===== src/pkg/stamp_cfg.svh =====
`ifndef STAMP_CFG_SVH
`define STAMP_CFG_SVH

// system clock and counter rate, in Hz
`define CLK_HZ        40000000
`define TICK_HZ       153600

// counter and absolute stamp widths
`define TS_W          48
`define ABS_W         64
`define ABS_SEC_LSB   32
`define ABS_FRAC_LSB  0

// counter steps per sample for each sampling rate
`define STEP_19K2     8
`define STEP_38K4     4

// chain frame: counter in bits 47..0, position in bits 55..48
`define FRAME_LEN     64
`define FRAME_POS_LSB 48
`define CHAIN_MAX     20

// lead of data over the downstream tick edge, in clock cycles
`define TCK_LAG       4

// upstream silence that counts as loss
`define LOSS_CYC      (4 * (`CLK_HZ / `TICK_HZ + 1))

// measurement port for host connections
`define MEAS_PORT     16'hd6d8
`define MAX_CONN      2

`endif


===== src/pkg/stamp_pkg.sv =====
package stamp_pkg;

    typedef enum logic {
        RATE_19K2 = 1'b0,
        RATE_38K4 = 1'b1
    } rate_e;

    typedef enum logic {
        LINK_NET      = 1'b0,
        LINK_FIELDBUS = 1'b1
    } link_e;

    typedef enum logic [1:0] {
        SYNC_MASTER = 2'b00,
        SYNC_HUNT   = 2'b01,
        SYNC_LOCKED = 2'b10,
        SYNC_LOST   = 2'b11
    } sync_state_e;

endpackage : stamp_pkg


===== src/rtl/rate_tick.sv =====
`timescale 1ns/1ps
`include "stamp_cfg.svh"

module rate_tick #(
    parameter int CLK_HZ  = `CLK_HZ,
    parameter int TICK_HZ = `TICK_HZ
) (
    // clock and reset
    input  wire logic clk,
    input  wire logic rst,
    // one-cycle tick at the counter rate
    output logic      tick
);
    // fractional accumulator keeps the average rate exact
    localparam logic [31:0] INC = 32'(TICK_HZ);
    localparam logic [31:0] MOD = 32'(CLK_HZ);

    logic [31:0] acc_q;
    logic [31:0] acc_d;
    logic        tick_q;
    logic        tick_d;

    always_comb begin
        acc_d  = acc_q + INC;
        tick_d = 1'b0;
        if (acc_d >= MOD) begin
            acc_d  = acc_d - MOD;
            tick_d = 1'b1;
        end
    end

    always_ff @(posedge clk) begin
        if (rst) begin
            acc_q  <= 32'h0;
            tick_q <= 1'b0;
        end else begin
            acc_q  <= acc_d;
            tick_q <= tick_d;
        end
    end

    assign tick = tick_q;

endmodule : rate_tick


===== src/rtl/conn_slots.sv =====
`timescale 1ns/1ps
`include "stamp_cfg.svh"

module conn_slots #(
    parameter int N    = `MAX_CONN,
    parameter int TS_W = `TS_W,
    parameter int SW   = (N > 1) ? $clog2(N) : 1
) (
    // clock and reset
    input  wire logic            clk,
    input  wire logic            rst,
    // time base for activity stamps
    input  wire logic [TS_W-1:0] now,
    // requests
    input  wire logic            open,
    input  wire logic [15:0]     port,
    input  wire logic            act,
    input  wire logic [SW-1:0]   act_slot,
    input  wire logic            close,
    input  wire logic [SW-1:0]   close_slot,
    // answers
    output logic                 grant,
    output logic [SW-1:0]        grant_slot,
    output logic                 reject,
    output logic                 drop,
    output logic [SW-1:0]        drop_slot,
    output logic [N-1:0]         active
);
    logic [TS_W-1:0] last_q [N];
    logic [TS_W-1:0] last_d [N];
    logic [N-1:0]    act_q, act_d;
    logic            grant_q, grant_d, reject_q, reject_d, drop_q, drop_d;
    logic [SW-1:0]   gslot_q, gslot_d, dslot_q, dslot_d;

    always_comb begin
        logic            found;
        logic [SW-1:0]   pick;
        logic [TS_W-1:0] age;
        logic [TS_W-1:0] oldest;
        found    = 1'b0;
        pick     = '0;
        age      = '0;
        oldest   = '0;
        last_d   = last_q;
        act_d    = act_q;
        grant_d  = 1'b0;
        reject_d = 1'b0;
        drop_d   = 1'b0;
        gslot_d  = gslot_q;
        dslot_d  = dslot_q;
        if (act && act_q[act_slot]) begin
            last_d[act_slot] = now;  // see [RQ12]
        end
        if (close) begin
            act_d[close_slot] = 1'b0;
        end
        if (open) begin
            if (port != `MEAS_PORT) begin
                reject_d = 1'b1;
            end else begin
                for (int i = N - 1; i >= 0; i--) begin
                    if (!act_d[i]) begin
                        found = 1'b1;
                        pick  = SW'(i);
                    end
                end
                if (!found) begin
                    // wrap-safe age: longest idle slot gives way
                    for (int i = 0; i < N; i++) begin
                        age = now - last_d[i];
                        if (age >= oldest) begin
                            oldest = age;
                            pick   = SW'(i);
                        end
                    end
                    drop_d  = 1'b1;  // see [RQ12]
                    dslot_d = pick;
                end
                act_d[pick]  = 1'b1;  // see [RQ11]
                last_d[pick] = now;
                grant_d      = 1'b1;
                gslot_d      = pick;
            end
        end
    end

    always_ff @(posedge clk) begin
        if (rst) begin
            for (int i = 0; i < N; i++) begin
                last_q[i] <= '0;
            end
            act_q    <= '0;
            grant_q  <= 1'b0;
            reject_q <= 1'b0;
            drop_q   <= 1'b0;
            gslot_q  <= '0;
            dslot_q  <= '0;
        end else begin
            last_q   <= last_d;
            act_q    <= act_d;
            grant_q  <= grant_d;
            reject_q <= reject_d;
            drop_q   <= drop_d;
            gslot_q  <= gslot_d;
            dslot_q  <= dslot_d;
        end
    end

    assign grant      = grant_q;
    assign grant_slot = gslot_q;
    assign reject     = reject_q;
    assign drop       = drop_q;
    assign drop_slot  = dslot_q;
    assign active     = act_q;

endmodule : conn_slots


===== src/rtl/stamp_counter_sync.sv =====
// Function
// [RQ1] keep a 48-bit sample counter that advances at 153.6 kHz.
// [RQ2] at 19.2 kHz sampling, consecutive samples differ by 8 counts.
// [RQ3] at 38.4 kHz sampling, consecutive samples differ by 4 counts.
// [RQ4] every measured value leaves with the current counter value.
// [RQ5] the counter is not kept over power loss and restarts from zero.
// [RQ6] the first unit of the chain becomes time master on its own and the others follow.
// [RQ7] a chain holds at most 20 units.
// [RQ8] each chained unit aligns its counter and its bridge carrier to the master.
// [RQ9] the absolute stamp is 64 bits: 32 bits of seconds from 1.1.1990, then 32 bits of fraction.
// [RQ10] the downstream error light always equals the right-hand light of the upstream socket.
// [RQ11] at most two host connections are open on measurement port 55000.
// [RQ12] last activity of each connection is stamped and a third open evicts the longer idle one.
// [RQ13] no automatic correction of filter phase delay between channels is made.
// [RQ14] with network time, each value carries both the counter and the absolute time.
// [RQ15] over fieldbus, no absolute time is sent but the counter still is.
// [RQ16] the counter wraps modulo two to the 48th with no error flag.
// [RQ17] the counter is captured into the sample word in the same cycle as the sample strobe.
`timescale 1ns/1ps
`include "stamp_cfg.svh"

module stamp_counter_sync #(
    parameter int DW       = 24,
    parameter int CARR_BIT = 3
) (
    // clock and reset
    input  wire logic                  CLK_SYS,
    input  wire logic                  RST,
    // configuration
    input  stamp_pkg::rate_e           RATE_SEL,
    input  stamp_pkg::link_e           LINK_MODE,
    input  wire logic                  ABS_EN,
    // measured value and absolute time from the device
    input  wire logic [DW-1:0]         MEAS_DATA,
    input  wire logic [`ABS_W-1:0]     ABS_TIME,
    // sample word
    output logic                       SMP_STB,
    output logic [`TS_W-1:0]           SMP_CNT,
    output logic [DW-1:0]              SMP_DATA,
    output logic [`ABS_W-1:0]          SMP_ABS,
    output logic                       SMP_ABS_VLD,
    // chain upstream socket
    input  wire logic                  UP_PRESENT,
    input  wire logic                  UP_TCK,
    input  wire logic                  UP_FRM,
    input  wire logic                  UP_DAT,
    input  wire logic                  UP_ERR,
    // chain downstream socket
    output logic                       DN_TCK,
    output logic                       DN_FRM,
    output logic                       DN_DAT,
    output logic                       DN_ERR,
    // status and indicators
    output logic                       IS_MASTER,
    output logic [7:0]                 CHAIN_POS,
    output logic                       CARRIER,
    output logic                       LED_IN_RIGHT,
    output logic                       LED_OUT_GREEN,
    output logic                       LED_OUT_YELLOW,
    // host connections
    input  wire logic                  CONN_OPEN,
    input  wire logic [15:0]           CONN_PORT,
    input  wire logic                  CONN_ACT,
    input  wire logic                  CONN_ACT_SLOT,
    input  wire logic                  CONN_CLOSE,
    input  wire logic                  CONN_CLOSE_SLOT,
    output logic                       CONN_GRANT,
    output logic                       CONN_GRANT_SLOT,
    output logic                       CONN_REJECT,
    output logic                       CONN_DROP,
    output logic                       CONN_DROP_SLOT,
    output logic [`MAX_CONN-1:0]       CONN_ACTIVE
);
    import stamp_pkg::*;

    localparam logic [11:0]      LOSS_MAX  = 12'(`LOSS_CYC);
    localparam logic [5:0]       SLOT_LAST = 6'(`FRAME_LEN - 1);
    localparam logic [`TS_W-1:0] RX_ADV    = `TS_W'(`FRAME_LEN - 1);
    localparam logic [7:0]       POS_LIMIT = 8'(`CHAIN_MAX - 1);

    // step mask decode for the chosen sampling rate
    function automatic logic [`TS_W-1:0] step_mask(input rate_e r);
        if (r == RATE_38K4) begin
            step_mask = `TS_W'(`STEP_38K4 - 1);
        end else begin
            step_mask = `TS_W'(`STEP_19K2 - 1);
        end
    endfunction : step_mask

    // upstream pins pass two flip-flops; third stage only for tick edges
    logic [4:0] pin_s1_q, pin_s1_d, pin_s2_q;
    logic       tck_s3_q;
    logic       up_present, up_tck, up_frm, up_dat, up_err, up_edge;

    always_comb begin
        pin_s1_d = {UP_PRESENT, UP_TCK, UP_FRM, UP_DAT, UP_ERR};
    end

    always_ff @(posedge CLK_SYS) begin
        if (RST) begin
            pin_s1_q <= 5'h00;
            pin_s2_q <= 5'h00;
            tck_s3_q <= 1'b0;
        end else begin
            pin_s1_q <= pin_s1_d;
            pin_s2_q <= pin_s1_q;
            tck_s3_q <= pin_s2_q[3];
        end
    end

    assign up_present = pin_s2_q[4];
    assign up_tck     = pin_s2_q[3];
    assign up_frm     = pin_s2_q[2];
    assign up_dat     = pin_s2_q[1];
    assign up_err     = pin_s2_q[0];
    assign up_edge    = up_tck ^ tck_s3_q;

    // local rate source
    logic gen_tick;

    rate_tick #(
        .CLK_HZ  (`CLK_HZ),
        .TICK_HZ (`TICK_HZ)
    ) u_rate_tick (
        .clk  (CLK_SYS),
        .rst  (RST),
        .tick (gen_tick)
    );

    // counter, chain frame and role
    sync_state_e       state_q, state_d;
    logic [`TS_W-1:0]  cnt_q, cnt_d;
    logic [5:0]        slot_q, slot_d;
    logic [63:0]       rx_q, rx_d, tx_q, tx_d;
    logic [7:0]        pos_q, pos_d;
    logic [11:0]       loss_q, loss_d;
    logic              long_q, long_d;
    logic              tick;

    always_comb begin
        state_d = state_q;
        cnt_d   = cnt_q;
        slot_d  = slot_q;
        rx_d    = rx_q;
        tx_d    = tx_q;
        pos_d   = pos_q;
        loss_d  = loss_q;
        long_d  = long_q;
        tick    = 1'b0;
        case (state_q)
            SYNC_MASTER: begin
                tick   = gen_tick;
                pos_d  = 8'h00;
                long_d = 1'b0;
                if (up_present) begin  // see [RQ6]
                    state_d = SYNC_HUNT;
                    loss_d  = 12'h000;
                end
            end
            SYNC_HUNT, SYNC_LOCKED: begin
                tick   = up_edge;  // see [RQ8]
                loss_d = up_edge ? 12'h000 : ((loss_q == LOSS_MAX) ? loss_q : loss_q + 12'h001);
                if (!up_present) begin
                    state_d = SYNC_MASTER;  // see [RQ6]
                end else if (loss_q == LOSS_MAX) begin
                    state_d = SYNC_LOST;
                end
            end
            SYNC_LOST: begin
                tick = gen_tick;
                if (!up_present) begin
                    state_d = SYNC_MASTER;
                end else if (up_edge) begin
                    state_d = SYNC_HUNT;
                    loss_d  = 12'h000;
                end
            end
            default: begin
                state_d = SYNC_MASTER;
            end
        endcase
        if (tick) begin
            cnt_d  = cnt_q + `TS_W'(1);  // see [RQ1] [RQ16]
            slot_d = slot_q + 6'h01;
            if (state_q == SYNC_HUNT || state_q == SYNC_LOCKED) begin
                if (up_frm) begin
                    slot_d = 6'h00;
                    if (state_q == SYNC_HUNT && state_d == SYNC_HUNT) begin
                        state_d = SYNC_LOCKED;
                    end
                end
                rx_d[slot_d] = up_dat;
                if (state_q == SYNC_LOCKED && slot_d == SLOT_LAST) begin
                    // upstream counter stood at rx word on slot zero
                    cnt_d  = rx_d[`TS_W-1:0] + RX_ADV;  // see [RQ8]
                    pos_d  = (rx_d[`FRAME_POS_LSB +: 8] == 8'hff) ? 8'hff : rx_d[`FRAME_POS_LSB +: 8] + 8'h01;
                    long_d = rx_d[`FRAME_POS_LSB +: 8] >= POS_LIMIT;  // see [RQ7]
                end
            end
            if (slot_d == 6'h00) begin
                tx_d = {8'h00, pos_d, cnt_d};
            end
        end
    end

    always_ff @(posedge CLK_SYS) begin
        if (RST) begin
            state_q <= SYNC_MASTER;
            cnt_q   <= '0;  // see [RQ5]
            slot_q  <= 6'h00;
            rx_q    <= 64'h0;
            tx_q    <= 64'h0;
            pos_q   <= 8'h00;
            loss_q  <= 12'h000;
            long_q  <= 1'b0;
        end else begin
            state_q <= state_d;
            cnt_q   <= cnt_d;
            slot_q  <= slot_d;
            rx_q    <= rx_d;
            tx_q    <= tx_d;
            pos_q   <= pos_d;
            loss_q  <= loss_d;
            long_q  <= long_d;
        end
    end

    // downstream link, status and indicators
    logic [`TCK_LAG-1:0] lag_q, lag_d;
    logic                dn_tck_q, dn_tck_d, dn_frm_q, dn_frm_d, dn_dat_q, dn_dat_d;
    logic                err_q, err_d, green_q, master_q, master_d, carr_q, carr_d;
    logic [7:0]          cpos_q;

    always_comb begin
        // data settles before the tick edge it belongs to
        lag_d    = {lag_q[`TCK_LAG-2:0], tick};
        dn_tck_d = dn_tck_q ^ lag_q[`TCK_LAG-1];
        dn_frm_d = dn_frm_q;
        dn_dat_d = dn_dat_q;
        if (tick) begin
            dn_frm_d = (slot_d == 6'h00);
            dn_dat_d = tx_d[slot_d];
        end
        err_d    = long_d || (state_d == SYNC_LOST) || (state_d != SYNC_MASTER && up_err);  // see [RQ10]
        master_d = (state_d == SYNC_MASTER);
        carr_d   = cnt_d[CARR_BIT];  // see [RQ8]
    end

    always_ff @(posedge CLK_SYS) begin
        if (RST) begin
            lag_q    <= '0;
            dn_tck_q <= 1'b0;
            dn_frm_q <= 1'b0;
            dn_dat_q <= 1'b0;
            err_q    <= 1'b0;
            green_q  <= 1'b0;
            master_q <= 1'b1;
            carr_q   <= 1'b0;
            cpos_q   <= 8'h00;
        end else begin
            lag_q    <= lag_d;
            dn_tck_q <= dn_tck_d;
            dn_frm_q <= dn_frm_d;
            dn_dat_q <= dn_dat_d;
            err_q    <= err_d;
            green_q  <= 1'b1;
            master_q <= master_d;
            carr_q   <= carr_d;
            cpos_q   <= master_d ? 8'h00 : pos_d;
        end
    end

    assign DN_TCK         = dn_tck_q;
    assign DN_FRM         = dn_frm_q;
    assign DN_DAT         = dn_dat_q;
    assign DN_ERR         = err_q;
    assign IS_MASTER      = master_q;
    assign CHAIN_POS      = cpos_q;
    assign CARRIER        = carr_q;
    assign LED_IN_RIGHT   = err_q;
    assign LED_OUT_GREEN  = green_q;
    assign LED_OUT_YELLOW = err_q;  // see [RQ10]

    // sample word: raw value, no phase alignment between filters
    logic                smp_stb_q, smp_stb_d, abs_vld_q, abs_vld_d;
    logic [`TS_W-1:0]    smp_cnt_q, smp_cnt_d;
    logic [DW-1:0]       smp_dat_q, smp_dat_d;
    logic [`ABS_W-1:0]   smp_abs_q, smp_abs_d;

    always_comb begin
        smp_stb_d = tick && ((cnt_d & step_mask(RATE_SEL)) == '0);  // see [RQ2] [RQ3]
        smp_cnt_d = smp_cnt_q;
        smp_dat_d = smp_dat_q;
        abs_vld_d = abs_vld_q;
        smp_abs_d = smp_abs_q;
        if (smp_stb_d) begin
            smp_cnt_d = cnt_d;  // see [RQ4] [RQ17] [RQ15]
            smp_dat_d = MEAS_DATA;  // see [RQ13]
            abs_vld_d = ABS_EN && (LINK_MODE == LINK_NET);  // see [RQ14] [RQ15]
            smp_abs_d = abs_vld_d ? ABS_TIME : '0;  // see [RQ9]
        end
    end

    always_ff @(posedge CLK_SYS) begin
        if (RST) begin
            smp_stb_q <= 1'b0;
            smp_cnt_q <= '0;
            smp_dat_q <= '0;
            abs_vld_q <= 1'b0;
            smp_abs_q <= '0;
        end else begin
            smp_stb_q <= smp_stb_d;
            smp_cnt_q <= smp_cnt_d;
            smp_dat_q <= smp_dat_d;
            abs_vld_q <= abs_vld_d;
            smp_abs_q <= smp_abs_d;
        end
    end

    assign SMP_STB     = smp_stb_q;
    assign SMP_CNT     = smp_cnt_q;
    assign SMP_DATA    = smp_dat_q;
    assign SMP_ABS     = smp_abs_q;
    assign SMP_ABS_VLD = abs_vld_q;

    // host connections on the measurement port, stamped by the counter
    conn_slots #(
        .N    (`MAX_CONN),
        .TS_W (`TS_W),
        .SW   (1)
    ) u_conn_slots (
        .clk        (CLK_SYS),
        .rst        (RST),
        .now        (cnt_q),
        .open       (CONN_OPEN),
        .port       (CONN_PORT),
        .act        (CONN_ACT),
        .act_slot   (CONN_ACT_SLOT),
        .close      (CONN_CLOSE),
        .close_slot (CONN_CLOSE_SLOT),
        .grant      (CONN_GRANT),
        .grant_slot (CONN_GRANT_SLOT),
        .reject     (CONN_REJECT),
        .drop       (CONN_DROP),
        .drop_slot  (CONN_DROP_SLOT),
        .active     (CONN_ACTIVE)
    );

endmodule : stamp_counter_sync


===== config.mk =====
export PLATFORM = sky130hd
export DESIGN_NAME = stamp_counter_sync
export DESIGN_NICKNAME = d
export VERILOG_FILES = /design/src/pkg/stamp_pkg.sv /design/src/rtl/rate_tick.sv /design/src/rtl/conn_slots.sv /design/src/rtl/stamp_counter_sync.sv
export VERILOG_INCLUDE_DIRS = /design/src /design/src/pkg
export SDC_FILE = /design/constraint.sdc
export NUM_CORES = 2
export LEC_CHECK = 0
export BUFFER_PORTS_ARGS = -buffer_cell sky130_fd_sc_hd__buf_2
export CORE_ASPECT_RATIO = 0.75
export CORE_MARGIN = 2
export CORE_UTILIZATION = 49
export DETAILED_ROUTE_END_ITERATION = 12
export HOLD_SLACK_MARGIN = 0.1
export PLACE_DENSITY_LB_ADDON = 0.05
export SETUP_SLACK_MARGIN = 0.4
export SYNTH_ARGS = -nofsm -noshare
export SYNTH_HDL_FRONTEND = slang
export SYNTH_SLANG_ARGS = --single-unit
export TNS_END_PERCENT = 1

===== constraint.sdc =====
create_clock -name CLK_SYS -period 9.25 [get_ports CLK_SYS]
set_input_delay 0.4625 -clock CLK_SYS [delete_from_list [all_inputs] [get_ports CLK_SYS]]
set_output_delay 0.4625 -clock CLK_SYS [all_outputs]
set_load 0.02 [all_outputs]

==> metrics.yaml <==
start_kind: "flop"
tightestPinTransition_ps: 1140
timing.fmax_ghz: 0.122
clock_sinks: 491
antenna_found_initial: 5
async_reset_ff_share_pct: 0
cts_tree: "yes"
fin_setup_tns_ps: 0
drt_iter0_drc: 2670
avgSynthCellArea_um2: 7.89
grt_pass1_vias: 26100
finalMaxSlewViolations: 0
netlist_area_mm2: 0.0306
fin_worst_skew_ps: 16.9
hp-class: "in -> reg"
path_clk_slew_ps: 70
crit_path_end_kind: "flop"
port_buffers: 280
synth-seq-area-share_pct: 32.2
routabilityCongestion: 0.949
drc_errors: 0
vias: 29400
hpwl_mm: 70.2
overflow: 0
ioPinCount: 281
cts.path.max_buffers: 3
period_share_pct: 88.8
ir_drop_mv: 0.147
synth-edff-count: 0
syn_inst: 3875
dieHeight_um: 220
setup_viol: 0
initial_core_util_pct: 49.4
rsz0062_at_grt: "false"
die_w_um: 292
place_worst_setup_slack_ps: 697
detail-route-antenna-nets: 0
required_ps: 9700
cts_made_buffers: 52
core.rowCount: 79
design.core.area_mm2: 0.0619
path_class: "reg -> reg"
final_cell_mix: "549 x nor2_1, 490 x dfxtp_1, 302 x nand2_1, 279 x buf_2, 268 x a21oi_1"
grt_max_degree: 198
outcome: "completed"
syn_nets: 4141
ys_ff_latch: 491
fp.dieArea_mm2: 0.0644
grt_pass1_wl_mm: 151
drv_cap: 0
syn_to_final_growth_pct: 15.2
fill_cells: 5771
finalHoldViolCount: 0
slew_headroom_pct: 22.8
cpMaxStageDelayCell: "o21ai_0"
synth_ff_type: "dfxtp_1"
clock_tree.root_cell: "clkbuf_16"
fin_crit_ps: 8210
track_usage_pct: 29.3
path_max_fanout: 88
layout_commonest_cell: "nor2_1"
wl_mm: 98.9
first_pass_iters: 6
cts_max_level: 2
critical_path_arrival_ps: 8660
final_nets: 4339
worst_slack_ps: 1040
vias_per_cell: 5.97
power_leakage_nw: 14.5
yosys_warnings: 0
route.detailed.wl_per_inst_um: 20.1
slowest_delay_ps: 720
synth_cell_types: 94
p_per_area_mw_per_mm2: 233
drive_gt1_share_pct: 12.0
clkLatencyLatePin_ps: 620
-- sequential cells by signal, indices dropped and copies added (netlist names), 4 cells and up --
| name | count |
|---|---|
| CHAIN_POS | 8 |
| SMP_ABS | 64 |
| SMP_CNT | 48 |
| SMP_DATA | 24 |
| cnt_q | 48 |
| lag_q | 4 |
| loss_q | 12 |
| pin_s1_q | 5 |
| pin_s2_q | 5 |
| pos_q | 8 |
| rx_q | 56 |
| slot_q | 6 |
| tx_q | 64 |
| u_conn_slots.last_q | 96 |
| u_rate_tick.acc_q | 23 |
-- area by class of cell --
class	instances	area [µm²]	share of cell area, %
diodes	1	2.50	0.00711
clock buffers	69	1470	4.16
clock inverters	29	385	1.09
inverters	71	267	0.757
multi-input cells	3031	19500	55.3
flip-flops and latches	491	9830	27.9
well taps	810	1010	2.88
repair buffers	426	2780	7.89
-- layer usage --
layer  part of all wire, %  global-route usage [%]  routed length (µm)
met5                  0.15                    1.63                 152
met4                   2.1                    6.85                2080
met3                   8.9                    7.33                8810
met2                    41                    42.4               40600
met1                    48                    43.2               47300
-- metrics by stage --
| step | hold WS [ps] | instance area [µm²] | total power (W) | utilization [%] | std cells |
|---|---|---|---|---|---|
| 2_1_floorplan | 414 | 30600 | 0.00488 | - | 3875 |
| 3_3_place_gp | 418 | 32400 | 0.00583 | 52.4 | 4736 |
| 3_5_place_dp | 426 | 32400 | 0.00582 | 52.4 | 4736 |
| 4_1_cts | 105 | 35200 | 0.00816 | 56.9 | 4927 |
| 5_1_grt | 128 | 35200 | 0.00869 | 56.9 | 4927 |
| 6_report | 127 | 35200 | 0.00821 | 56.9 | 4928 |
-- synthesized netlist by cell type, drive strengths merged, types with 28 or more instances --
library cell / count / area share [%]
a22oi: 71 / 1.7
nand3: 98 / 1.6
a21oi: 271 / 4.4
nor4: 32 / 0.70
a21o: 89 / 2.2
and2: 35 / 0.72
nor2b: 40 / 0.82
ha: 147 / 6.0
xnor2: 129 / 3.7
a211oi: 186 / 4.6
nand2b: 28 / 0.57
o211ai: 30 / 0.74
o21ai: 165 / 2.7
nor3: 87 / 1.5
inv: 69 / 0.85
o21a: 32 / 0.79
clkbuf: 242 / 3.0
a31oi: 39 / 0.82
nand2: 304 / 3.7
buf: 40 / 0.61
xor2: 100 / 2.9
or3: 28 / 0.57
nor2: 551 / 6.8
dfxtp: 491 / 32
and3: 59 / 1.2
nand4: 43 / 0.90
mux2i: 158 / 5.2
-- kinds of logic (layout without fill, tap and decap cells) --
group | count (synthesis) | in the layout | synth area share (%)
AND/OR/NAND/NOR | 1392 | 1392 | 21.4
AO/OA/AOI/OAI | 1094 | 1094 | 23.8
flip-flops | 491 | 491 | 32.2
buffers and inverters | 353 | 595 | 4.46
XOR/XNOR | 229 | 229 | 6.56
multiplexers | 167 | 167 | 5.51
adder cells (fa/ha/maj) | 149 | 149 | 6.08
other | 0 | 1 | 0
-- power by group --
group	switching [W]	internal (W)	total [W]
Sequential	0.000147	0.00225	0.00240
Combinational	0.00213	0.00138	0.00351
Clock	0.000952	0.00134	0.00230
Total	0.00323	0.00498	0.00821
-- path summary, 6_finish.rpt --
check | slack, ps | startpoint | cells past startpoint | end
worst max-delay path | 1040 | cnt_q[0] | 28 | u_conn_slots.last_q[94]
worst min-delay path | 130 | CONN_OPEN | 2 | u_conn_slots.reject
worst max register to register | 1040 | cnt_q[0] | 28 | u_conn_slots.last_q[94]
worst min register to register | 430 | pin_s1_q[4] | 1 | pin_s2_q[4]
-- worst max-delay path: cells and delay by family, from the launching register on --
kind | cells | cell delay, ps
AOI/OAI and AO/OA | 16 | 5150
and+or+nand+nor | 6 | 920
adders and majority gates | 3 | 800
buffers and inverters | 3 | 700
DFF | 1 | 390
-- repair_timing --
action | in CTS | in global routing
endpoints found under the setup margin | 0 | 95
gates resized for setup | 0 | 4
hold buffers | 93 | 0
hold endpoints to repair | 93 | 0
buffers inserted | 0 | 0
Note: power is estimated with default switching activity, not from simulation.
